<file path="src/rtl/crm_params.svh">
`ifndef CRM_PARAMS_SVH
`define CRM_PARAMS_SVH

// ============================================================
// Control tokens
`define CRM_TOK_END 8'h01
`define CRM_TOK_ACK 8'h03
`define CRM_TOK_NAK 8'h04
`define CRM_TOK_CFG_WR 8'hc0
`define CRM_TOK_CFG_RD 8'hc1
`define CRM_TOK_PER_RD 8'h25

// ============================================================
// Data byte counts between opening and closing token
`define CRM_LEN_CFG_WR 4'h9
`define CRM_LEN_CFG_RD 4'h5
`define CRM_LEN_PER_RD 4'h5
`define CRM_CNT_MAX 4'hf

// ============================================================
// Destination target codes
`define CRM_DST_TILE 16'hc20c
`define CRM_DST_NODE 16'hc30c
`define CRM_DST_PERI 8'h02
`define CRM_NOREPLY 8'hff

// ============================================================
// Processor status resource type
`define CRM_PS_TYPE 8'h0b
`define CRM_PS_SHIFT 8

`endif

</file>
<file path="src/rtl/crm_pkg.sv">
package crm_pkg;

    typedef enum logic [1:0] {
        CRM_CL_TILE = 2'h0,
        CRM_CL_NODE = 2'h1,
        CRM_CL_PERI = 2'h2,
        CRM_CL_PS = 2'h3
    } crm_class_t;

    typedef enum logic [1:0] {
        CRM_K_CFG_WR = 2'h0,
        CRM_K_CFG_RD = 2'h1,
        CRM_K_PER_RD = 2'h2
    } crm_kind_t;

    typedef enum logic [6:0] {
        CRM_D_IDLE = 7'h01,
        CRM_D_HDR = 7'h02,
        CRM_D_EXEC = 7'h04,
        CRM_D_WAIT = 7'h08,
        CRM_D_TOK = 7'h10,
        CRM_D_DATA = 7'h20,
        CRM_D_END = 7'h40
    } crm_dstate_t;

    typedef enum logic [4:0] {
        CRM_R_IDLE = 5'h01,
        CRM_R_OPEN = 5'h02,
        CRM_R_BODY = 5'h04,
        CRM_R_CLOSE = 5'h08,
        CRM_R_RESP = 5'h10
    } crm_rstate_t;

endpackage

</file>
<file path="src/rtl/crm_link_if.sv">
`timescale 1ns/1ps
`default_nettype none

interface crm_link_if (
    input wire logic sys_clk,
    input wire logic reset
);
    logic [31:0] dest;
    logic req_valid;
    logic req_ctrl;
    logic [7:0] req_data;
    logic req_ready;
    logic rsp_valid;
    logic rsp_ctrl;
    logic [7:0] rsp_data;
    logic rsp_ready;
    logic [23:0] rsp_dest;

    modport dev (
        input dest, req_valid, req_ctrl, req_data, rsp_ready,
        output req_ready, rsp_valid, rsp_ctrl, rsp_data, rsp_dest
    );
    modport rqs (
        output dest, req_valid, req_ctrl, req_data, rsp_ready,
        input req_ready, rsp_valid, rsp_ctrl, rsp_data, rsp_dest
    );
endinterface

`default_nettype wire

</file>
<file path="src/rtl/crm_device.sv">
`timescale 1ns/1ps
`default_nettype none
`include "crm_params.svh"

module crm_device (
    // Clock and reset
    input wire logic sys_clk,
    input wire logic reset,
    // Link
    crm_link_if.dev link,
    // Register access
    output logic reg_req,
    output logic reg_we,
    output crm_pkg::crm_class_t reg_class,
    output logic [15:0] reg_num,
    output logic [31:0] reg_wdata,
    input wire logic reg_ack,
    input wire logic reg_ok,
    input wire logic [31:0] reg_rdata,
    // Processor status access
    input wire logic ps_req,
    input wire logic ps_we,
    input wire logic [7:0] ps_num,
    input wire logic [31:0] ps_wdata,
    output logic ps_ack,
    output logic [31:0] ps_rdata
);
    import crm_pkg::*;

    crm_dstate_t state_reg, state_next;
    logic [71:0] buf_reg, buf_next;
    logic [3:0] cnt_reg, cnt_next;
    logic [7:0] op_reg, op_next;
    logic bad_reg, bad_next;
    logic ok_reg, ok_next;
    logic ps_reg, ps_next;
    logic [7:0] left_reg, left_next;
    logic [2:0] chunk_reg, chunk_next;
    logic [31:0] rdata_reg, rdata_next;
    logic req_ready_reg, req_ready_next;
    logic rsp_valid_reg, rsp_valid_next;
    logic rsp_ctrl_reg, rsp_ctrl_next;
    logic [7:0] rsp_data_reg, rsp_data_next;
    logic [23:0] rsp_dest_reg, rsp_dest_next;
    logic reg_req_reg, reg_req_next;
    logic reg_we_reg, reg_we_next;
    crm_class_t reg_class_reg, reg_class_next;
    logic [15:0] reg_num_reg, reg_num_next;
    logic [31:0] reg_wdata_reg, reg_wdata_next;
    logic ps_ack_reg, ps_ack_next;
    logic [31:0] ps_rdata_reg, ps_rdata_next;

    logic take;
    logic fire;
    logic [1:0] tgt;
    logic [3:0] exp_len;
    logic fail;
    logic [23:0] id_w;

    // ============================================================
    // Target decode from the channel-end destination
    always_comb begin
        tgt = 2'h3;
        if (link.dest[15:0] == `CRM_DST_TILE) begin
            tgt = 2'h0;
        end else if (link.dest[15:0] == `CRM_DST_NODE) begin
            tgt = 2'h1;
        end else if (link.dest[7:0] == `CRM_DST_PERI) begin
            tgt = 2'h2;
        end
    end

    // ============================================================
    // Message control
    always_comb begin
        state_next = state_reg;
        buf_next = buf_reg;
        cnt_next = cnt_reg;
        op_next = op_reg;
        bad_next = bad_reg;
        ok_next = ok_reg;
        ps_next = ps_reg;
        left_next = left_reg;
        chunk_next = chunk_reg;
        rdata_next = rdata_reg;
        rsp_valid_next = rsp_valid_reg & ~link.rsp_ready;
        rsp_ctrl_next = rsp_ctrl_reg;
        rsp_data_next = rsp_data_reg;
        rsp_dest_next = rsp_dest_reg;
        reg_req_next = 1'b0;
        reg_we_next = reg_we_reg;
        reg_class_next = reg_class_reg;
        reg_num_next = reg_num_reg;
        reg_wdata_next = reg_wdata_reg;
        ps_ack_next = 1'b0;
        ps_rdata_next = ps_rdata_reg;
        take = link.req_valid & req_ready_reg;
        fire = ~rsp_valid_reg | link.rsp_ready;
        exp_len = `CRM_CNT_MAX;
        fail = 1'b0;
        id_w = buf_reg[39:16];
        unique case (op_reg)
            `CRM_TOK_CFG_WR: begin
                exp_len = `CRM_LEN_CFG_WR;
                fail = tgt[1];
                id_w = buf_reg[71:48];
            end
            `CRM_TOK_CFG_RD: begin
                exp_len = `CRM_LEN_CFG_RD;
                fail = tgt[1];
            end
            `CRM_TOK_PER_RD: begin
                exp_len = `CRM_LEN_PER_RD;
                fail = (tgt != 2'h2);
            end
            default: fail = 1'b1;
        endcase
        fail = fail | bad_reg | (cnt_reg != exp_len);
        unique case (state_reg)
            CRM_D_IDLE: begin
                if (take && !(link.req_ctrl && link.req_data == `CRM_TOK_END)) begin
                    op_next = link.req_ctrl ? link.req_data : 8'h00;
                    cnt_next = 4'h0;
                    bad_next = 1'b0;
                    state_next = CRM_D_HDR;
                end else if (!link.req_valid && ps_req) begin
                    ps_next = 1'b1;
                    reg_we_next = ps_we;
                    reg_class_next = CRM_CL_PS;
                    reg_num_next = {ps_num, `CRM_PS_TYPE};
                    reg_wdata_next = ps_wdata;
                    state_next = CRM_D_EXEC;
                end
            end
            CRM_D_HDR: begin
                if (take && link.req_ctrl && link.req_data == `CRM_TOK_END) begin
                    ps_next = 1'b0;
                    ok_next = ~fail;
                    rsp_dest_next = id_w;
                    left_next = buf_reg[7:0];
                    reg_we_next = (op_reg == `CRM_TOK_CFG_WR);
                    reg_class_next = crm_class_t'(tgt);
                    reg_num_next = (op_reg == `CRM_TOK_PER_RD) ? {8'h00, buf_reg[15:8]}
                        : (op_reg == `CRM_TOK_CFG_WR) ? buf_reg[47:32] : buf_reg[15:0];
                    reg_wdata_next = buf_reg[31:0];
                    if (!fail) begin
                        state_next = CRM_D_EXEC;
                    end else if (op_reg == `CRM_TOK_CFG_WR && id_w[7:0] == `CRM_NOREPLY) begin
                        state_next = CRM_D_IDLE;
                    end else begin
                        state_next = CRM_D_TOK;
                    end
                end else if (take && link.req_ctrl) begin
                    bad_next = 1'b1;
                end else if (take) begin
                    buf_next = {buf_reg[63:0], link.req_data};
                    if (cnt_reg != `CRM_CNT_MAX) begin
                        cnt_next = cnt_reg + 4'h1;
                    end
                end
            end
            CRM_D_EXEC: begin
                reg_req_next = 1'b1;
                state_next = CRM_D_WAIT;
            end
            CRM_D_WAIT: begin
                if (reg_ack) begin
                    if (ps_reg) begin
                        ps_next = 1'b0;
                        ps_ack_next = 1'b1;
                        ps_rdata_next = reg_rdata;
                        state_next = CRM_D_IDLE;
                    end else if (reg_class_reg == CRM_CL_PERI && left_reg != buf_reg[7:0]) begin
                        rdata_next = {reg_rdata[7:0], 24'h000000};
                        chunk_next = 3'h1;
                        state_next = CRM_D_DATA;
                    end else begin
                        ok_next = reg_ok;
                        rdata_next = (reg_class_reg == CRM_CL_PERI)
                            ? {reg_rdata[7:0], 24'h000000} : reg_rdata;
                        chunk_next = (reg_class_reg == CRM_CL_PERI) ? 3'h1 : 3'h4;
                        if (reg_we_reg && rsp_dest_reg[7:0] == `CRM_NOREPLY) begin
                            state_next = CRM_D_IDLE;
                        end else begin
                            state_next = CRM_D_TOK;
                        end
                    end
                end
            end
            CRM_D_TOK: begin
                if (fire) begin
                    rsp_valid_next = 1'b1;
                    rsp_ctrl_next = 1'b1;
                    rsp_data_next = ok_reg ? `CRM_TOK_ACK : `CRM_TOK_NAK;
                    if (!ok_reg || reg_we_reg) begin
                        state_next = CRM_D_END;
                    end else if (reg_class_reg == CRM_CL_PERI && left_reg == 8'h00) begin
                        state_next = CRM_D_END;
                    end else begin
                        state_next = CRM_D_DATA;
                    end
                end
            end
            CRM_D_DATA: begin
                if (fire) begin
                    rsp_valid_next = 1'b1;
                    rsp_ctrl_next = 1'b0;
                    rsp_data_next = rdata_reg[31:24];
                    rdata_next = {rdata_reg[23:0], 8'h00};
                    chunk_next = chunk_reg - 3'h1;
                    if (reg_class_reg == CRM_CL_PERI) begin
                        left_next = left_reg - 8'h01;
                        reg_num_next = reg_num_reg + 16'h0001;
                        state_next = (left_reg == 8'h01) ? CRM_D_END : CRM_D_EXEC;
                    end else if (chunk_reg == 3'h1) begin
                        state_next = CRM_D_END;
                    end
                end
            end
            CRM_D_END: begin
                if (fire) begin
                    rsp_valid_next = 1'b1;
                    rsp_ctrl_next = 1'b1;
                    rsp_data_next = `CRM_TOK_END;
                    state_next = CRM_D_IDLE;
                end
            end
        endcase
        req_ready_next = (state_next == CRM_D_HDR)
            || (state_next == CRM_D_IDLE && !(state_reg == CRM_D_IDLE && !link.req_valid && ps_req));
    end

    always_ff @(posedge sys_clk or posedge reset) begin
        if (reset) begin
            state_reg <= CRM_D_IDLE;
            buf_reg <= 72'h0;
            cnt_reg <= 4'h0;
            op_reg <= 8'h00;
            bad_reg <= 1'b0;
            ok_reg <= 1'b0;
            ps_reg <= 1'b0;
            left_reg <= 8'h00;
            chunk_reg <= 3'h0;
            rdata_reg <= 32'h0;
            req_ready_reg <= 1'b0;
            rsp_valid_reg <= 1'b0;
            rsp_ctrl_reg <= 1'b0;
            rsp_data_reg <= 8'h00;
            rsp_dest_reg <= 24'h0;
            reg_req_reg <= 1'b0;
            reg_we_reg <= 1'b0;
            reg_class_reg <= CRM_CL_TILE;
            reg_num_reg <= 16'h0;
            reg_wdata_reg <= 32'h0;
            ps_ack_reg <= 1'b0;
            ps_rdata_reg <= 32'h0;
        end else begin
            state_reg <= state_next;
            buf_reg <= buf_next;
            cnt_reg <= cnt_next;
            op_reg <= op_next;
            bad_reg <= bad_next;
            ok_reg <= ok_next;
            ps_reg <= ps_next;
            left_reg <= left_next;
            chunk_reg <= chunk_next;
            rdata_reg <= rdata_next;
            req_ready_reg <= req_ready_next;
            rsp_valid_reg <= rsp_valid_next;
            rsp_ctrl_reg <= rsp_ctrl_next;
            rsp_data_reg <= rsp_data_next;
            rsp_dest_reg <= rsp_dest_next;
            reg_req_reg <= reg_req_next;
            reg_we_reg <= reg_we_next;
            reg_class_reg <= reg_class_next;
            reg_num_reg <= reg_num_next;
            reg_wdata_reg <= reg_wdata_next;
            ps_ack_reg <= ps_ack_next;
            ps_rdata_reg <= ps_rdata_next;
        end
    end

    // ============================================================
    // Outputs
    assign link.req_ready = req_ready_reg;
    assign link.rsp_valid = rsp_valid_reg;
    assign link.rsp_ctrl = rsp_ctrl_reg;
    assign link.rsp_data = rsp_data_reg;
    assign link.rsp_dest = rsp_dest_reg;
    assign reg_req = reg_req_reg;
    assign reg_we = reg_we_reg;
    assign reg_class = reg_class_reg;
    assign reg_num = reg_num_reg;
    assign reg_wdata = reg_wdata_reg;
    assign ps_ack = ps_ack_reg;
    assign ps_rdata = ps_rdata_reg;
endmodule

`default_nettype wire

</file>
<file path="src/flat_wrapper.sv">
// flat-port wrapper written by rule: the top's interface ports become plain ports
module crm_device_flat import crm_pkg::*;
  (sys_clk, reset, reg_req, reg_we, reg_class, reg_num, reg_wdata, reg_ack, reg_ok, reg_rdata, ps_req, ps_we, ps_num, ps_wdata, ps_ack, ps_rdata, link_dest, link_req_valid, link_req_ctrl, link_req_data, link_rsp_ready, link_req_ready, link_rsp_valid, link_rsp_ctrl, link_rsp_data, link_rsp_dest);
  crm_link_if link_i (.sys_clk(sys_clk), .reset(reset));
  input wire logic sys_clk;
  input wire logic reset;
  output logic reg_req;
  output logic reg_we;
  output crm_pkg::crm_class_t reg_class;
  output logic [15:0] reg_num;
  output logic [31:0] reg_wdata;
  input wire logic reg_ack;
  input wire logic reg_ok;
  input wire logic [31:0] reg_rdata;
  input wire logic ps_req;
  input wire logic ps_we;
  input wire logic [7:0] ps_num;
  input wire logic [31:0] ps_wdata;
  output logic ps_ack;
  output logic [31:0] ps_rdata;
  input wire logic [$bits(link_i.dest)-1:0] link_dest;
  input wire logic [$bits(link_i.req_valid)-1:0] link_req_valid;
  input wire logic [$bits(link_i.req_ctrl)-1:0] link_req_ctrl;
  input wire logic [$bits(link_i.req_data)-1:0] link_req_data;
  input wire logic [$bits(link_i.rsp_ready)-1:0] link_rsp_ready;
  output wire logic [$bits(link_i.req_ready)-1:0] link_req_ready;
  output wire logic [$bits(link_i.rsp_valid)-1:0] link_rsp_valid;
  output wire logic [$bits(link_i.rsp_ctrl)-1:0] link_rsp_ctrl;
  output wire logic [$bits(link_i.rsp_data)-1:0] link_rsp_data;
  output wire logic [$bits(link_i.rsp_dest)-1:0] link_rsp_dest;
  assign link_i.dest = link_dest;
  assign link_i.req_valid = link_req_valid;
  assign link_i.req_ctrl = link_req_ctrl;
  assign link_i.req_data = link_req_data;
  assign link_i.rsp_ready = link_rsp_ready;
  assign link_req_ready = link_i.req_ready;
  assign link_rsp_valid = link_i.rsp_valid;
  assign link_rsp_ctrl = link_i.rsp_ctrl;
  assign link_rsp_data = link_i.rsp_data;
  assign link_rsp_dest = link_i.rsp_dest;
  crm_device u_core (.sys_clk(sys_clk), .reset(reset), .link(link_i), .reg_req(reg_req), .reg_we(reg_we), .reg_class(reg_class), .reg_num(reg_num), .reg_wdata(reg_wdata), .reg_ack(reg_ack), .reg_ok(reg_ok), .reg_rdata(reg_rdata), .ps_req(ps_req), .ps_we(ps_we), .ps_num(ps_num), .ps_wdata(ps_wdata), .ps_ack(ps_ack), .ps_rdata(ps_rdata));
endmodule
</file>
<file path="config.mk">
export PLATFORM = sky130hd
export DESIGN_NAME = crm_device_flat
export DESIGN_NICKNAME = d
export VERILOG_FILES = /design/src/rtl/crm_pkg.sv /design/src/rtl/crm_link_if.sv /design/src/rtl/crm_device.sv /design/src/flat_wrapper.sv
export VERILOG_INCLUDE_DIRS = /design/src /design/src/rtl
export SDC_FILE = /design/constraint.sdc
export NUM_CORES = 1
export LEC_CHECK = 0
export ABC_AREA = 1
export BUFFER_PORTS_ARGS = -buffer_cell sky130_fd_sc_hd__buf_2
export CAP_MARGIN = 20
export CORE_ASPECT_RATIO = 1.2
export CORE_MARGIN = 3
export CORE_UTILIZATION = 59
export CTS_CLUSTER_DIAMETER = 100
export CTS_CLUSTER_SIZE = 28
export DETAILED_ROUTE_END_ITERATION = 10
export PLACE_DENSITY = 0.88
export SLEW_MARGIN = 20
export SYNTH_ARGS = -nofsm -noshare
export SYNTH_HDL_FRONTEND = slang
export SYNTH_SLANG_ARGS = --single-unit
</file>
<file path="constraint.sdc">
create_clock -name sys_clk -period 21 [get_ports sys_clk]
set_clock_uncertainty 0.05 [all_clocks]
set_input_delay 3.15 -clock sys_clk [delete_from_list [all_inputs] [get_ports sys_clk]]
set_output_delay 3.15 -clock sys_clk [all_outputs]
set_load 0.01 [all_outputs]
</file>
==> results of run 1 <==
worst paths after layout:
| check | end | slack, ns | depth (start not counted) |
|---|---|---|---|
| max | u_core.reg_wdata[6]$_DFFE_PP0P_ | 15.57 | 11 |
| min | u_core.ps_rdata[10]$_DFFE_PP0P_ | 0.43 | 2 |
| max in group asynchronous | u_core.buf_reg[27]$_DFFE_PP0P_ | 16.62 | 3 |
| min reg2reg | u_core.ps_rdata[10]$_DFFE_PP0P_ | 0.43 | 2 |
| max reg2reg | u_core.reg_wdata[6]$_DFFE_PP0P_ | 17.34 | 10 |
| min in group asynchronous | u_core.buf_reg[55]$_DFFE_PP0P_ | 2.78 | 2 |
layer usage:
layer  vias up  GRT usage  part of all wire
met4         2      0.115             0.044
met5         -          0           0.00038
met3        99     0.0491             0.083
met1      5445      0.353              0.38
met2       489      0.495              0.49
li1       5437          -                 -
kinds of logic after synthesis:
group                    Yosys count  synth area share
AO/OA/AOI/OAI                    358             0.152
multiplexers                      39            0.0304
buffers and inverters            327             0.103
flip-flops                       257             0.501
adder cells (fa/ha/maj)            6           0.00584
AND/OR/NAND/NOR                  599             0.203
XOR/XNOR                           8           0.00545
metrics by stage:
stage | hold WS [ns] | util | instance area, sq um
floorplan | 0.399 | - | 12800
global placement | 0.401 | 0.662 | 14000
detailed placement | 0.410 | 0.663 | 14000
CTS | 0.429 | 0.680 | 14400
global route | 0.449 | 0.680 | 14400
finish | 0.425 | 0.680 | 14400
cell type report:
class | instances | area (sq um)
clock inverters | 1 | 30.0
multi-input cells | 1010 | 5100
well taps | 270 | 338
repair buffers | 234 | 1210
inverters | 255 | 965
flip-flops and latches | 257 | 6430
diodes | 1 | 2.50
clock buffers | 16 | 337
fillers | 1689 | 6780
Yosys cell counts, drive strengths merged, types with 7 or more instances:
cell type / n / area, sq um
inv: 255 / 957
dfrtp: 256 / 6410
clkbuf: 29 / 109
nand2: 342 / 1300
o211ai: 12 / 109
nor2: 143 / 627
a22oi: 8 / 60.1
a31oi: 11 / 68.8
nand3: 86 / 470
a21oi: 75 / 383
nor3: 10 / 71.3
buf: 43 / 263
o21ai: 226 / 1140
mux2i: 39 / 390
o22ai: 16 / 100
nand4: 7 / 43.8
power by group:
group / leakage, nW / internal (mW) / switching, mW
registers: 3.21 / 0.660 / 0.128
clock network: 0.175 / 0.118 / 0.162
logic: 4.43 / 0.229 / 0.429
total: 7.82 / 1.01 / 0.718
worst max-delay path: cells and delay by family:
family                 cells  cell delay, ns
muxes                      1            0.25
and+or+nand+nor            4            0.97
AOI/OAI and AO/OA          1            0.25
buffers and inverters      5            1.14
layout by cell type, fill, tap and decap left out, types with 9 or more instances in the layout:
master     Yosys  layout
a21oi_1       73      73
o21ai_0      196     196
nand3_1       81      81
nor2_1       128     126
o21ai_1       27      27
inv_2         10      11
a31oi_1       11      11
clkbuf_16      0      13
buf_4          5       9
buf_2         30     224
o22ai_1       16      16
nand2_1      337     337
o211ai_1      10      10
nor2_2         8       9
mux2i_1       39      39
inv_1        245     243
dfrtp_1      256     256
==> metrics.md, run 1 <==
| Metric | Value |
|---|---|
| Hold_buf cts | `0` |
| Main synth FF type | `dfrtp_1` |
| Cells after synthesis | `1594` |
| Worst-path cell chain | `buf_2, nand2_1, nand3b_1, nor2_1, inv_1, nor2_4, inv_2, o21ai_2, buf_4, mux2i_1, inv_1` |
| Die Span X | `141 microns` |
| Root Buffer Master | `clkbuf_16` |
| Final Wtd Congestion | `0.946` |
| Drt pass-1 iters | `5` |
| Critical Path RT | `21.34 ns` |
| Critical R2R Launch | `u_core.state_reg[6]$_DFF_PP0_` |
| WL/cell | `16.6 microns` |
| Final WL | `33900 microns` |
| Die Ht | `168 microns` |
| Synth Warn # | `0` |
| Clock tree buffer depth | `3` |
| DRC viols | `0` |
| Maximum clock rate | `0.184 GHz` |
| Initial antenna violation count | `2` |
| Total gr overflow | `0` |
| Async set-or-reset flop fraction in the synthesized netlist | `1.00` |
| Startpoint types | `primary input` |
| Num CTS Buffers | `13` |
| Placed cell count | `2026` |
| Crit path max fanout | `28` |
| Initial core utilization | `0.606` |
| CTS tree | `done` |
| Setup TNS | `0 ns` |
| Syn Std Cell Area | `12800 sq um` |
| Top-level I/O count | `241` |
| DR iter-0 viols | `783` |
| Core region area | `21200 sq um` |
| Htree depth | `1` |
| Pwr/cell area | `120 nW/um^2` |
| Pin count of the biggest net entering global routing | `125` |
| Post-route ant nets | `0` |
| GRT Util Overall | `0.285` |
| Min setup slack post-route | `15.57 ns` |
| Crit-path most repeated cell | `inv_1` |
| Crit path launch | `link_req_ctrl` |
| Share of cells above drive strength 1 | `0.171` |
| Vias | `11.5k` |
| # nets final | `1898` |
| WS Path Type | `in2reg` |
| Syn Nets | `1721` |
| PortBufs | `224` |
| Vias in the first global route | `11.2k` |
| Dpl hpwl | `25000 microns` |
| Die area | `23600 sq um` |
| Max cap viols | `0` |
| Post-detailed-route via-to-cell ratio | `5.61` |
| Clk_lat worst skew | `0.49 ns` |
| Worst Hold Class | `reg2reg` |
| Max reg flops | `72` |
| Post-synth cell types | `45` |
| Post-Syn Area per Cell | `8.06 sq um` |
| Slew HR | `0.371` |
| Min-delay src | `u_core.ps_rdata[10]$_DFFE_PP0P_` |
| Result of the run | `finished, final reports clean` |
| Fin. max-slew vios | `0` |
| Area delta synth->final | `12.2%` |
| Lkg Pwr | `7.82 nW` |
| Final Power | `1.72 mW` |
| Register area share after synthesis | `0.501` |
| Slowest cell delay on critical path | `0.51 ns` |
| Worst Tran Pin Value | `0.943 ns` |
| Final setup fails | `0` |
| Max IR drop VDD | `0.0872 mV` |
| Tcrit/Tclk final | `0.259` |
| Post-route insts no fill | `2044` |
| Clock-pin slew on the worst setup and hold paths | `0.11 ns` |
| Number of synthesized register bits | `257` |
| # rows | `58` |
| Critical Path Slowest Stage Cell | `nor2_4` |
| Crit end category | `register` |
| Tmin final | `5.43 ns` |
| Post-cts resize count | `0` |
| Final Hold Violating Endpoints | `0` |
| Setup Buffers After CTS | `0` |
| Clock sink count | `257` |
| RSZ-0062 raised after global routing | `false` |
| Critical path arrival | `5.77 ns` |
| First-pass GRT wire length | `55200 microns` |
| EDFF count, synth | `0` |
| Place WS | `15.07 ns` |
No activity file was read; power rests on OpenSTA's default activity.
==> inputs of run 2 (changes only) <==
- CORE_UTILIZATION: 59 -> 56
- PLACE_DENSITY: 0.88 -> 0.84
- clock period: 21 -> 5.45 ns (I/O delays scaled with it)
==> run 2 against run 1 <==
Count of clock-buffer cells in the layout shrank 1. Worst setup slack worse by 14 ns. Register-to-register slack worse by 15 ns. Hold slack got worse by 0.12 ns. Global-route usage decreased by 0.79 points. Largest cell class unchanged. Via count shrank 0.67%. First-iteration DRC count is 1.7% higher. Combinational power grew to 3.9 times the previous value. Critical path type is now reg2reg. Wire length grew 1.9%.
==> metrics.md, run 2 (same netlist as run 1, synthesis figures left out) <==
| Metric | Value |
|---|---|
| Fillers | `1899` |
| Max reg flops | `72` |
| Crit path max fanout | `58` |
| Share of cells above drive strength 1 | `0.173` |
| RSZ-0062 raised after global routing | `false` |
| Worst Tran Pin Value | `0.895 ns` |
| Total gr overflow | `0` |
| Drt pass-1 iters | `6` |
| Crit end category | `register` |
| Max cap viols | `0` |
| GRT Util Overall | `0.277` |
| Final Hold Violating Endpoints | `0` |
| Final core utilization | `0.641` |
| Initial core utilization | `0.571` |
| Tcrit/Tclk final | `0.642` |
| Slew HR | `0.402` |
| Post-detailed-route via-to-cell ratio | `5.55` |
| WL/cell | `16.8 microns` |
| Lkg Pwr | `7.83 nW` |
| Startpoint types | `register` |
| Final Wtd Congestion | `0.947` |
| Critical Path RT | `5.80 ns` |
| Final WL | `34600 microns` |
| Root Buffer Master | `clkbuf_16` |
| Clock group share of total power | `0.162` |
| First-pass GRT wire length | `55400 microns` |
| Seq pwr share | `0.455` |
| Initial antenna violation count | `2` |
| Die area | `24800 sq um` |
| Pin count of the biggest net entering global routing | `122` |
| # rows | `60` |
| Commonest non-fill, non-tap cell in the layout | `nand2_1` |
| Post-cts resize count | `0` |
| DRC viols | `0` |
| Pwr/cell area | `463 nW/um^2` |
| Final setup fails | `0` |
| Register area | `6430 sq um` |
| Worst Hold Class | `in2async` |
| PortBufs | `224` |
| Die Ht | `172 microns` |
| P_int | `3.88 mW` |
| Sw Ratio | `0.419` |
| Critical path arrival | `3.84 ns` |
| # nets final | `1899` |
| Area delta synth->final | `12.4%` |
| Max IR drop VDD | `0.322 mV` |
| CTS tree | `done` |
| Maximum clock rate | `0.286 GHz` |
| Result of the run | `finished, final reports clean` |
| Psw | `2.80 mW` |
| Multi-input logic area | `5100 sq um` |
| Setup TNS | `0 ns` |
| Tmin final | `3.50 ns` |
| Clock tree buffer depth | `3` |
| FF-to-FF setup slack | `1.95 ns` |
| Htree depth | `1` |
| Core region area | `22500 sq um` |
| Die Span X | `144 microns` |
| Fin. max-slew vios | `0` |
| DR iter-0 viols | `796` |
| Setup Buffers After CTS | `0` |
| Top-level I/O count | `241` |
| WS Path Type | `reg2reg` |
| Combinational Power Share | `0.383` |
| Clock sink count | `257` |
| Vias | `11.4k` |
| Clock-pin slew on the worst setup and hold paths | `0.12 ns` |
| Dpl hpwl | `25400 microns` |
| Hold_buf cts | `0` |
| Num CTS Buffers | `13` |
| Post-route ant nets | `0` |
| Clk_lat worst skew | `0.50 ns` |
| Commonest non-fill, non-tap cells in the layout | `337 x nand2_1, 256 x dfrtp_1, 243 x inv_1` |
| Vias in the first global route | `11.2k` |
-- run 2: changes by cell type in the layout (fill, tap and decap cells not counted) --
cell and delta:
clkinvlp_4 +1, inv_8 -1, clkinv_16 -1, inv_12 +1
clkbuf_1 -1, inv_6 +2, buf_12 +1, nor2_4 +1
nor2_2 -1
-- run 2: cell type report --
class,count,share of cell area
Tap cell,279,0.0242
Antenna cell,1,0.000173
Inverter,255,0.0665
Clock inverter,3,0.00234
Multi-Input combinational cell,1010,0.353
Timing Repair Buffer,235,0.0851
Clock buffer,15,0.0230
Sequential cell,257,0.445
-- run 2: path summary, 6_finish.rpt --
check / from / to / cells after the start
max: u_core.state_reg[3]$_DFF_PP0_ / u_core.reg_wdata[2]$_DFFE_PP0P_ / 10
min: reset / u_core.buf_reg[14]$_DFFE_PP0P_ / 2
max reg2reg: u_core.state_reg[3]$_DFF_PP0_ / u_core.reg_wdata[2]$_DFFE_PP0P_ / 10
min reg2reg: u_core.ps_rdata[24]$_DFFE_PP0P_ / u_core.ps_rdata[24]$_DFFE_PP0P_ / 2
max in group asynchronous: reset / u_core.rdata_reg[9]$_DFFE_PP0P_ / 3
min in group sys_clk: u_core.ps_rdata[24]$_DFFE_PP0P_ / u_core.ps_rdata[24]$_DFFE_PP0P_ / 2
-- run 2: per-stage QoR --
stage | worst slack (ns) | hold WS, ns | area [sq um] | cells | power [mW]
after global routing | 1.70 | 0.344 | 14400 | 2055 | 7.19
after detailed placement | 1.69 | 0.406 | 14100 | 2036 | 5.60
final | 1.95 | 0.309 | 14400 | 2055 | 6.68
after global placement | 1.78 | 0.400 | 14000 | 2035 | 5.47
after CTS | 1.68 | 0.318 | 14400 | 2054 | 6.69
after floorplan | 1.20 | 0.399 | 12900 | 1594 | 4.73
-- run 2: power by group through the flow --
| stage | Clock, mW | Sequential, mW | Combinational [mW] |
|---|---|---|---|
| 2_1_floorplan | 0 | 3.05 | 1.68 |
| 3_3_place_gp | 0 | 3.03 | 2.44 |
| 3_5_place_dp | 0 | 3.06 | 2.54 |
| 4_1_cts | 1.10 | 3.03 | 2.56 |
| 5_1_grt | 1.17 | 3.11 | 2.91 |
| 6_report | 1.08 | 3.04 | 2.56 |
-- run 2: per-layer routing --
layer  global-route usage  vias to the layer above  part of all wire
met4                0.127                        2             0.046
met5                    0                        -           0.00038
met2                0.477                      461              0.50
met1                0.336                     5368              0.38
li1                     -                     5454                 -
met3               0.0523                      110             0.074
-- run 2: critical path, cell delays in order (launching register included) --
cell and delay [ns]:
dfrtp_1 0.45, nor2_4 0.23, nand3_4 0.12, nor2_8 0.62, nand2_2 0.19, nor2_4 0.55
inv_2 0.37, o21ai_2 0.13, buf_4 0.34, mux2i_1 0.25, inv_1 0.06
